File: src/design/wdv_pkg.sv
// shared constants and types of the watchdog / voltage supervisor pair
// assumes a single 200 MHz clock, called mclk, on both ends
package wdv_pkg;

  // ****************************************
  // clock and timing
  // ****************************************
  localparam int MCLK_MHZ = 200;
  // monitor flags settle this long after enable (least time, rounded up)
  localparam int VD_VALID_NS = 20000;
  localparam int VD_VALID_CYC = (VD_VALID_NS * MCLK_MHZ + 999) / 1000;
  localparam int VD_CNT_W = 13;
  // mode register write window, in crystal (mclk) clocks
  localparam int WIN_CRYSTAL_CLOCK_CLKS = 120;
  localparam int WIN_CNT_W = 8;
  // shared watchdog / power-on counter width
  localparam int CNT_W = 16;
  // defaults of the device parameters, counted in rc ticks or mclk
  localparam int POR_RC_TICKS = 64;
  localparam int WDRST_CYCLES = 16;
  localparam int TAP0_RC_TICKS = 256;
  localparam int TAP1_RC_TICKS = 512;
  localparam int TAP2_RC_TICKS = 1024;
  localparam int TAP3_RC_TICKS = 4096;

  // ****************************************
  // device register map
  // ****************************************
  localparam logic [7:0] REG_VD_ADDR = 8'h0c;
  localparam logic [7:0] REG_WDM_ADDR = 8'h0f;
  localparam logic [7:0] WDM_RESET = 8'h08;
  localparam int WDM_TAP_LSB = 0;
  localparam int WDM_HALT_BIT = 2;
  localparam int WDM_STOP_BIT = 3;
  localparam int VD_EN_BIT = 0;
  localparam logic [7:0] WDM_READ_VALUE = 8'h00;
  // zero, sign, overflow values returned by the refresh instruction
  localparam logic [2:0] WDT_FLAGS_ZSV = 3'h4;

  // ****************************************
  // controller registers on apb
  // ****************************************
  localparam logic [11:0] APB_CTRL = 12'h000;
  localparam logic [11:0] APB_CMD = 12'h004;
  localparam logic [11:0] APB_STAT = 12'h008;
  localparam int CTL_HALT = 0;
  localparam int CTL_STOP = 1;
  localparam int CTL_MASK = 2;
  localparam int CTL_REFRESH = 8;
  localparam int CTL_IRQCLR = 9;
  localparam int CMD_READ_BIT = 16;
  localparam int STAT_RESET_BIT = 8;
  localparam int STAT_IRQLAT_BIT = 9;
  localparam int STAT_IRQREQ_BIT = 10;
  localparam int STAT_FLAGS_LSB = 11;
  localparam int STAT_VDREADY_BIT = 14;

  // ****************************************
  // types
  // ****************************************
  typedef enum logic [1:0] {
    ST_POR = 2'b00,
    ST_RUN = 2'b01,
    ST_WDRST = 2'b11
  } wdv_state_e;

endpackage : wdv_pkg

File: src/design/wdv_if.sv
// link between the supervisor device and the cpu-side controller
// assumes both ends run on the same mclk; no clocking block
`timescale 1ns/1ps
`default_nettype none
interface wdv_if;
  logic wdtInstr;           // refresh instruction, one-cycle pulse
  logic flagUpd;            // flags below are fresh, one-cycle pulse
  logic [2:0] flagsZsv;     // zero, sign, overflow from the refresh
  logic regWr;              // register write pulse
  logic regRd;              // register read pulse
  logic [7:0] regAddr;
  logic [7:0] regWdata;
  logic [7:0] regRdata;
  logic rdValid;            // read data valid, one cycle after regRd
  logic haltMode;
  logic stopMode;
  logic irqMask;            // mask bit of the low-voltage interrupt
  logic irqClear;           // clears the latched request, pulse
  logic irqLatched;
  logic irqReq;
  logic cpuReset;           // device holds the cpu in reset

  modport dev (
    input wdtInstr, regWr, regRd, regAddr, regWdata, haltMode,
    input stopMode, irqMask, irqClear,
    output flagUpd, flagsZsv, regRdata, rdValid, irqLatched, irqReq,
    output cpuReset
  );
  modport cpu (
    output wdtInstr, regWr, regRd, regAddr, regWdata, haltMode,
    output stopMode, irqMask, irqClear,
    input flagUpd, flagsZsv, regRdata, rdValid, irqLatched, irqReq,
    input cpuReset
  );
endinterface : wdv_if
`default_nettype wire

File: src/design/wdv_device.sv
// supervisor device end: watchdog, brown-out reset, voltage detection
// assumes rc oscillator and comparators arrive as asynchronous pins
//
// Behaviour
// [RL1] watchdog timeout resets the cpu
// [RL2] first refresh starts, later refreshes restart count
// [RL3] refresh returns zero, sign, overflow flags
// [RL4] counter steps on rc oscillator, not mclk
// [RL5] mode bits 1:0 pick the timeout tap
// [RL6] mode bit 2 keeps counting during halt
// [RL7] mode bit 3 counts during stop, default 1
// [RL8] mode bits 7:4 have no effect
// [RL9] mode writes accepted only in 120-clock window
// [RL10] mode register reads back no settings
// [RL11] option starts watchdog at power-on
// [RL12] brown-out holds reset, then full power-on
// [RL13] detect enable bit 0, cleared by reset
// [RL14] detect flags invalid for 20 us
// [RL15] high flag reflects supply above high threshold
// [RL16] low flag reflects supply below low threshold
// [RL17] low flag latches interrupt request bit
// [RL18] request raises interrupt only when unmasked
// [RL19] software disables detection before stop
// [RL20] no port mode change during low check
// [RL21] enable interrupts before enabling detection
// [RL22] tap timeouts are parameters
// [RL23] watchdog reset reopens the mode window
`timescale 1ns/1ps
`default_nettype none
module wdv_device import wdv_pkg::*; #(
  parameter int TAP0_TICKS = TAP0_RC_TICKS,
  parameter int TAP1_TICKS = TAP1_RC_TICKS,
  parameter int TAP2_TICKS = TAP2_RC_TICKS,
  parameter int TAP3_TICKS = TAP3_RC_TICKS,
  parameter int POR_TICKS = POR_RC_TICKS,
  parameter int WDRST_CYC = WDRST_CYCLES,
  parameter bit WDT_AT_POR = 1'b0
) (
  input wire logic mclk,
  input wire logic reset,
  input wire logic rcOscPin,
  input wire logic brownoutPin,
  input wire logic highCmpPin,
  input wire logic lowCmpPin,
  output logic globalReset,
  wdv_if.dev link
);

  // ****************************************
  // pin synchronisers
  // ****************************************
  logic rcSync;
  logic brownSync;
  logic highSync;
  logic lowSync;
  logic rcPrev_r;
  logic rcTick;

  wdv_sync #(.WIDTH(4)) u_sync (
    .mclk(mclk),
    .reset(reset),
    .asyncIn({rcOscPin, brownoutPin, highCmpPin, lowCmpPin}),
    .syncOut({rcSync, brownSync, highSync, lowSync})
  );

  // rising edge of the synchronised rc clock is the counter tick
  always_ff @(posedge mclk) begin
    if (reset) begin
      rcPrev_r <= 1'b0;
    end else begin
      rcPrev_r <= rcSync;
    end
  end
  assign rcTick = rcSync & ~rcPrev_r; // [RL4]

  // ****************************************
  // watchdog and power-on sequencer
  // ****************************************
  wdv_state_e state_r;
  logic [CNT_W-1:0] cnt_r;
  logic running_r;
  logic [7:0] mode_r;
  logic countEn;
  logic timeout;

  // timeout per tap, in rc ticks
  function automatic logic [CNT_W-1:0] tapLimit(input logic [1:0] sel);
    case (sel)
      2'd0: tapLimit = CNT_W'(TAP0_TICKS - 1); // [RL22]
      2'd1: tapLimit = CNT_W'(TAP1_TICKS - 1);
      2'd2: tapLimit = CNT_W'(TAP2_TICKS - 1);
      default: tapLimit = CNT_W'(TAP3_TICKS - 1);
    endcase
  endfunction : tapLimit

  // halt and stop pause the count unless the mode bits say otherwise
  assign countEn = ~(link.haltMode & ~mode_r[WDM_HALT_BIT]) & // [RL6]
                   ~(link.stopMode & ~mode_r[WDM_STOP_BIT]);  // [RL7]
  // only the two tap bits reach the limit; bits 7:4 go nowhere [RL8]
  assign timeout = running_r & rcTick & countEn &
                   (cnt_r >= tapLimit(mode_r[WDM_TAP_LSB +: 2])); // [RL5]

  // one counter serves the power-on delay and the watchdog
  always_ff @(posedge mclk) begin
    if (reset || brownSync) begin
      state_r <= ST_POR; // [RL12]
      cnt_r <= '0;
    end else begin
      case (state_r)
        ST_POR: begin
          if (rcTick) begin
            if (cnt_r == CNT_W'(POR_TICKS - 1)) begin
              state_r <= ST_RUN;
              cnt_r <= '0;
            end else begin
              cnt_r <= cnt_r + 1'b1;
            end
          end
        end
        ST_RUN: begin
          if (link.wdtInstr) begin
            cnt_r <= '0; // [RL2]
          end else if (timeout) begin
            state_r <= ST_WDRST; // [RL1]
            cnt_r <= '0;
          end else if (running_r && rcTick && countEn) begin
            cnt_r <= cnt_r + 1'b1; // [RL4]
          end
        end
        ST_WDRST: begin
          // reset pulse is timed in mclk so the cpu sees a clean width
          if (cnt_r == CNT_W'(WDRST_CYC - 1)) begin
            state_r <= ST_RUN;
            cnt_r <= '0;
          end else begin
            cnt_r <= cnt_r + 1'b1;
          end
        end
        default: begin
          state_r <= ST_POR;
          cnt_r <= '0;
        end
      endcase
    end
  end

  // armed by the first refresh, or at once if the option says so
  always_ff @(posedge mclk) begin
    if (reset || state_r != ST_RUN) begin
      running_r <= WDT_AT_POR; // [RL11]
    end else if (link.wdtInstr) begin
      running_r <= 1'b1; // [RL2]
    end
  end

  assign globalReset = (state_r == ST_POR); // [RL12]
  assign link.cpuReset = (state_r != ST_RUN); // [RL1]

  // ****************************************
  // mode register write window
  // ****************************************
  logic [WIN_CNT_W-1:0] winCnt_r;
  logic stopPrev_r;
  logic winOpen;

  always_ff @(posedge mclk) begin
    if (reset) begin
      stopPrev_r <= 1'b0;
    end else begin
      stopPrev_r <= link.stopMode;
    end
  end

  // reopens after power-on, watchdog reset and leaving stop
  always_ff @(posedge mclk) begin
    if (reset || state_r != ST_RUN || (stopPrev_r && !link.stopMode)) begin
      winCnt_r <= '0; // [RL23]
    end else if (winOpen) begin
      winCnt_r <= winCnt_r + 1'b1;
    end
  end
  assign winOpen = (winCnt_r < WIN_CNT_W'(WIN_CRYSTAL_CLOCK_CLKS)); // [RL9]

  // later writes are dropped silently until a device reset or leaving stop reopens the window
  always_ff @(posedge mclk) begin
    if (reset || state_r != ST_RUN) begin
      mode_r <= WDM_RESET; // [RL7]
    end else if (link.regWr && link.regAddr == REG_WDM_ADDR && winOpen) begin
      mode_r <= link.regWdata; // [RL9]
    end
  end

  // ****************************************
  // voltage detection
  // ****************************************
  logic vdEn_r;
  logic [VD_CNT_W-1:0] vdCnt_r;
  logic vdValid;
  logic highFlag;
  logic lowFlag;
  logic irqLat_r;

  always_ff @(posedge mclk) begin
    if (reset || state_r != ST_RUN) begin
      vdEn_r <= 1'b0; // [RL13]
    end else if (link.regWr && link.regAddr == REG_VD_ADDR) begin
      vdEn_r <= link.regWdata[VD_EN_BIT]; // [RL13]
    end
  end

  // settling time after enable; flags read as zero until it ends
  always_ff @(posedge mclk) begin
    if (reset || !vdEn_r) begin
      vdCnt_r <= '0;
    end else if (!vdValid) begin
      vdCnt_r <= vdCnt_r + 1'b1; // [RL14]
    end
  end
  assign vdValid = (vdCnt_r == VD_CNT_W'(VD_VALID_CYC)); // [RL14]
  assign highFlag = vdEn_r & vdValid & highSync; // [RL15]
  assign lowFlag = vdEn_r & vdValid & lowSync; // [RL16]

  // the low flag sets the request; set wins over a same-cycle clear
  always_ff @(posedge mclk) begin
    if (reset || state_r != ST_RUN) begin
      irqLat_r <= 1'b0;
    end else if (lowFlag) begin
      irqLat_r <= 1'b1; // [RL17]
    end else if (link.irqClear) begin
      irqLat_r <= 1'b0; // [RL17]
    end
  end
  assign link.irqLatched = irqLat_r;
  // masked, the latch is only a flag to poll
  assign link.irqReq = irqLat_r & link.irqMask; // [RL18]

  // ****************************************
  // register reads and refresh flags
  // ****************************************
  always_ff @(posedge mclk) begin
    if (reset) begin
      link.regRdata <= 8'h00;
      link.rdValid <= 1'b0;
    end else begin
      // orders are obeyed only in run, so no answer comes out of reset
      link.rdValid <= link.regRd & (state_r == ST_RUN);
      if (link.regRd && state_r == ST_RUN) begin
        case (link.regAddr)
          REG_VD_ADDR: link.regRdata <= {5'h00, highFlag, lowFlag, vdEn_r};
          REG_WDM_ADDR: link.regRdata <= WDM_READ_VALUE; // [RL10]
          default: link.regRdata <= 8'h00;
        endcase
      end
    end
  end

  // the refresh instruction returns fixed status flags
  always_ff @(posedge mclk) begin
    if (reset) begin
      link.flagUpd <= 1'b0;
      link.flagsZsv <= 3'h0;
    end else begin
      link.flagUpd <= link.wdtInstr & (state_r == ST_RUN); // [RL3]
      if (link.wdtInstr && state_r == ST_RUN) begin
        link.flagsZsv <= WDT_FLAGS_ZSV; // [RL3]
      end
    end
  end

endmodule : wdv_device
`default_nettype wire

File: src/design/wdv_sync.sv
// two-flop synchroniser for pins that come from outside mclk
// assumes the inputs are slow levels; no pulse shorter than 2 clocks
`timescale 1ns/1ps
`default_nettype none
module wdv_sync #(
  parameter int WIDTH = 1
) (
  input wire logic mclk,
  input wire logic reset,
  input wire logic [WIDTH-1:0] asyncIn,
  output logic [WIDTH-1:0] syncOut
);
  logic [WIDTH-1:0] meta_r;

  // first stage is read only by the second
  always_ff @(posedge mclk) begin
    if (reset) begin
      meta_r <= '0;
      syncOut <= '0;
    end else begin
      meta_r <= asyncIn;
      syncOut <= meta_r;
    end
  end
endmodule : wdv_sync
`default_nettype wire
File: src/flat_wrapper.sv
// flat-port wrapper written by rule: the top's interface ports become plain ports
module wdv_device_flat import wdv_pkg::*;
#(
  parameter int TAP0_TICKS = TAP0_RC_TICKS,
  parameter int TAP1_TICKS = TAP1_RC_TICKS,
  parameter int TAP2_TICKS = TAP2_RC_TICKS,
  parameter int TAP3_TICKS = TAP3_RC_TICKS,
  parameter int POR_TICKS = POR_RC_TICKS,
  parameter int WDRST_CYC = WDRST_CYCLES,
  parameter bit WDT_AT_POR = 1'b0
)
  (mclk, reset, rcOscPin, brownoutPin, highCmpPin, lowCmpPin, globalReset, link_wdtInstr, link_regWr, link_regRd, link_regAddr, link_regWdata, link_haltMode, link_stopMode, link_irqMask, link_irqClear, link_flagUpd, link_flagsZsv, link_regRdata, link_rdValid, link_irqLatched, link_irqReq, link_cpuReset);
  wdv_if link_i ();
  input wire logic mclk;
  input wire logic reset;
  input wire logic rcOscPin;
  input wire logic brownoutPin;
  input wire logic highCmpPin;
  input wire logic lowCmpPin;
  output logic globalReset;
  input wire logic [$bits(link_i.wdtInstr)-1:0] link_wdtInstr;
  input wire logic [$bits(link_i.regWr)-1:0] link_regWr;
  input wire logic [$bits(link_i.regRd)-1:0] link_regRd;
  input wire logic [$bits(link_i.regAddr)-1:0] link_regAddr;
  input wire logic [$bits(link_i.regWdata)-1:0] link_regWdata;
  input wire logic [$bits(link_i.haltMode)-1:0] link_haltMode;
  input wire logic [$bits(link_i.stopMode)-1:0] link_stopMode;
  input wire logic [$bits(link_i.irqMask)-1:0] link_irqMask;
  input wire logic [$bits(link_i.irqClear)-1:0] link_irqClear;
  output wire logic [$bits(link_i.flagUpd)-1:0] link_flagUpd;
  output wire logic [$bits(link_i.flagsZsv)-1:0] link_flagsZsv;
  output wire logic [$bits(link_i.regRdata)-1:0] link_regRdata;
  output wire logic [$bits(link_i.rdValid)-1:0] link_rdValid;
  output wire logic [$bits(link_i.irqLatched)-1:0] link_irqLatched;
  output wire logic [$bits(link_i.irqReq)-1:0] link_irqReq;
  output wire logic [$bits(link_i.cpuReset)-1:0] link_cpuReset;
  assign link_i.wdtInstr = link_wdtInstr;
  assign link_i.regWr = link_regWr;
  assign link_i.regRd = link_regRd;
  assign link_i.regAddr = link_regAddr;
  assign link_i.regWdata = link_regWdata;
  assign link_i.haltMode = link_haltMode;
  assign link_i.stopMode = link_stopMode;
  assign link_i.irqMask = link_irqMask;
  assign link_i.irqClear = link_irqClear;
  assign link_flagUpd = link_i.flagUpd;
  assign link_flagsZsv = link_i.flagsZsv;
  assign link_regRdata = link_i.regRdata;
  assign link_rdValid = link_i.rdValid;
  assign link_irqLatched = link_i.irqLatched;
  assign link_irqReq = link_i.irqReq;
  assign link_cpuReset = link_i.cpuReset;
  wdv_device #(.TAP0_TICKS(TAP0_TICKS), .TAP1_TICKS(TAP1_TICKS), .TAP2_TICKS(TAP2_TICKS), .TAP3_TICKS(TAP3_TICKS), .POR_TICKS(POR_TICKS), .WDRST_CYC(WDRST_CYC), .WDT_AT_POR(WDT_AT_POR)) u_core (.mclk(mclk), .reset(reset), .rcOscPin(rcOscPin), .brownoutPin(brownoutPin), .highCmpPin(highCmpPin), .lowCmpPin(lowCmpPin), .globalReset(globalReset), .link(link_i));
endmodule
File: config.mk
export PLATFORM = sky130hd
export DESIGN_NAME = wdv_device_flat
export DESIGN_NICKNAME = d
export VERILOG_FILES = /design/src/design/wdv_pkg.sv /design/src/design/wdv_if.sv /design/src/design/wdv_device.sv /design/src/design/wdv_sync.sv /design/src/flat_wrapper.sv
export SDC_FILE = /design/constraint.sdc
export NUM_CORES = 1
export LEC_CHECK = 0
export ABC_CLOCK_PERIOD_IN_PS = 2100
export BUFFER_PORTS_ARGS = -buffer_cell sky130_fd_sc_hd__buf_2
export CORE_MARGIN = 4
export CORE_UTILIZATION = 50
export DETAILED_ROUTE_END_ITERATION = 8
export HOLD_SLACK_MARGIN = 0.06
export PLACE_DENSITY = 0.75
export SYNTH_ARGS = -nofsm -noshare
export SYNTH_HDL_FRONTEND = slang
export SYNTH_HIERARCHICAL = 1
export SYNTH_SLANG_ARGS = --single-unit
export TNS_END_PERCENT = 20
File: constraint.sdc
create_clock -name mclk -period 2.1 [get_ports mclk]
set_clock_uncertainty 0.15 [all_clocks]
set_input_delay 0.525 -clock mclk [delete_from_list [all_inputs] [get_ports mclk]]
set_output_delay 0.525 -clock mclk [all_outputs]
set_load 0.05 [all_outputs]
==> metrics.md <==
| Metric | Value |
|---|---|
| Status | `completed` |
| Sw frac | `0.228` |
| Max Clk Rate | `~480 MHz` |
| Grt total ovfl | `0` |
| Layout area overhead | `30.8%` |
| First-pass GRT wire length | `11,600 um` |
| Critical setup path kind | `flop to flop` |
| Post-synth EDFFs | `0` |
| Post-synth ARST share | `0` |
| Worst VDD drop | `441 uV` |
| Leakage power | `approximately 0.0014 uW` |
| Num CTS Buffers | `9` |
| Syn Area/Cell | `8.85 um^2` |
| Worst-path clk slew | `80 ps` |
| Post-synthesis cell type count | `51` |
| Die X | `between 80 and 90 um` |
| RePlAce Congestion | `0.865` |
| Pre-CTS WS | `-132 ps` |
| Worst-skew pair later-pin latency | `~340 ps` |
| Core Area | `around 5600 um^2` |
| Data arrival, critical path | `2160 ps` |
| Hpwl dp | `4670 um` |
| Worst r2r src | `u_core/cnt_r[14]$_SDFFE_PP0P_` |
| Vias in the first global route | `2,610` |
| Root buffer selected by CTS | `clkbuf_8` |
| N_diodes | `0` |
| Fin worst setup slack | `9.65 ps` |
| First-pass iteration count of the detailed router | `4` |
| CTS sink count | `62` |
| Cell area power density | `654 nW/um^2` |
| Initial antenna violation count | `0` |
| Max transition margin | `0.631` |
| Primary FF master, synth | `dfxtp_1` |
| Largest stage delay, worst path | `430 ps` |
| Combinational Power Share | `0.045` |
| Sequential-to-total area share from yosys stat | `0.424` |
| Placed Instances | `466` |
| Mapped Area | `2930 um^2` |
| #FFs+latches synth | `just over 60` |
| NetSw | `569 uW` |
| Max Root-Sink Buffers | `2` |
| Post-route DRC | `0` |
| Max Cap Violations | `0` |
| I/O Pins | `between 40 and 50` |
| Fin crit period | `2090 ps` |
| Avg Vias per Cell | `5.30` |
| Setup violators final | `0` |
| DR iter-0 viols | `99` |
| Total Power | `approximately 2500 uW` |
| Yosys warnings | `6` |
| Layout cells sized above 1 | `0.324` |
| Die Y | `84.5 um` |
| Crit path max fanout | `6` |
| Routed vias | `2,570` |
| Hold_buf cts | `0` |
| Register-to-Register Setup Slack | `10 ps` |
| Initial Util | `0.522` |
| GRT Total Usage | `0.199` |
| Final worst path period share | `0.995` |
| Buffers on Ports | `34` |
| Worst setup EP type | `flop` |
| Worst-Margin Slew | `550 ps` |
| Sequential Power Share | `0.474` |
| # fillers | `432` |
| Critical path's top delay family | `simple AND/OR/NAND/NOR gates` |
| Largest net degree at the start of global routing | `18` |
| Routed Wire Length | `6680 um` |
| Die Area | `7140 um^2` |
| CTS tree | `built` |
| CP startpoint | `u_core/cnt_r[14]$_SDFFE_PP0P_` |
| Clk pwr share | `0.481` |
| CP Cell Sequence | `nor4_2 -> buf_4 -> a41oi_4 -> or3_4 -> o31ai_4 -> buf_6 -> a311oi_2` |
| RSZ-0062 raised after global routing | `true` |
| Cells after synthesis | `about 330` |
| H-tree depth | `3` |
| Max Slew Vio Count | `0` |
| Worst path bufs/invs | `2` |
| Final net count | `445` |
| Type of the worst min-delay path | `input port to flop` |
| Finished Layout Cells | `485` |
| CP max-delay cell | `or3_4` |
| P_int | `1930 uW` |
| CP required | `about 2200 ps` |
| Hold path startpoint | `highCmpPin` |
| Startpoint types | `flop` |
| Hold Vio Cnt, Final | `0` |
| Core Rows | `27` |
| Post-detailed-route count of antenna-violating nets | `0` |
| Drt wl/cell | `13.8 um` |
## registers in the layout, indices dropped and copies added (netlist names)
register                flops
u_core/cnt_r               16
u_core/state_r              2
u_core/vdCnt_r             13
u_core/link.flagUpd         1
u_core/link.flagsZsv        1
u_core/stopPrev_r           1
u_core/link.irqLatched      1
u_core/link.rdValid         1
u_core/rcPrev_r             1
u_core/mode_r               4
u_core/running_r            1
u_core/vdEn_r               1
u_core/u_sync/syncOut       4
u_core/winCnt_r             8
u_core/link.regRdata        3
u_core/u_sync/meta_r        4
## what timing repair did
item                                    CTS  global route
endpoints found under the setup margin   13            22
pin swaps                                 6            12
gates cloned                              1             0
hold endpoints to repair                  0             0
gates resized for setup                  12            23
setup buffers                             2             3
## path summary, 6_finish.rpt
check | endpoint | cells after the start
worst min-delay path | u_core/u_sync/meta_r[1]$_SDFF_PP0_ | 2
worst max-delay path | u_core/cnt_r[9]$_SDFFE_PP0P_ | 7
worst max register to register | u_core/cnt_r[9]$_SDFFE_PP0P_ | 7
worst min register to register | u_core/u_sync/syncOut[2]$_SDFF_PP0_ | 1
## cells in the final DEF (no fill, tap or decap), drive strengths merged, types with 3 or more instances in the layout
cell type,count
xnor2,19
nor4,15
inv,14
nor3,10
clkbuf,10
nor2,49
or3b,3
a21oi,12
mux2i,6
or3,4
buf,77
nand2b,4
and3,6
nand4,10
o21ai,5
xor2,9
nor2b,11
nand2,30
a41oi,4
dfxtp,62
ha,8
conb,7
nand3,8
## per-layer routing
metal / wire (um) / track usage / share of wire
met1: 3000 / 0.254 / 0.45
met2: 3180 / 0.317 / 0.48
met3: 387 / 0.0491 / 0.058
met4: 119 / 0.0906 / 0.018
met5: 0 / 0 / 0
## cells in the mapped netlist (all sizes together) (4+ instances only)
cell type  instances  area [um^2]
xnor2             19          166
ha                 8          100
xor2               9         78.8
buf               15          106
a21oi             12         60.1
nand2             30          113
and3               6         38.8
inv               13         48.8
nand2b             4         25.0
o21ai              5         25.0
nor2b             11         68.8
nor3              10         55.1
nor4              15          121
nor2              49          184
dfxtp             62         1240
a41oi              4         53.8
or3                4         30.0
mux2i              6         60.1
nand4             10         62.6
nand3              8         40.0
## layout make-up
| type | instances | area, um^2 | share of cell area |
|---|---|---|---|
| multi-input cells | 245 | 1700 | 0.445 |
| flip-flops and latches | 62 | 1250 | 0.327 |
| repair buffers | 77 | 500 | 0.131 |
| clock buffers | 10 | 138 | 0.0359 |
| clock inverters | 6 | 93.8 | 0.0245 |
| well taps | 72 | 90.1 | 0.0235 |
| inverters | 13 | 48.8 | 0.0127 |
## cells by family (layout without fill, tap and decap cells)
kind of cell	after synthesis	after routing	share of synthesized area
mux	6	6	0.0205
simple gates	162	162	0.294
xor+xnor	28	28	0.0838
other cells	1	7	0.00128
compound gates	34	34	0.0868
flops	62	62	0.424
fa+ha+maj	8	8	0.0342
buf+inv	30	106	0.0556
## stage by stage
| step | hold WS, ps | TNS [ps] | util | instance area, um^2 |
|---|---|---|---|---|
| finish | 248 | 0 | 0.683 | 3830 |
| global route | 244 | -439 | 0.683 | 3830 |
| CTS | 228 | 0 | 0.668 | 3750 |
| detailed placement | 272 | -1500 | 0.610 | 3420 |
| global placement | 271 | -1220 | 0.610 | 3420 |
| floorplan | 258 | 0 | - | 2960 |
## power groups by stage
stage	registers (uW)	clock network [uW]	logic, uW
after CTS	1190	1230	124
after global placement	1210	0	109
after detailed placement	1210	0	110
after floorplan	1210	0	73.8
final	1190	1200	113
after global routing	1190	1290	123
(Power assumes the default switching activity.)
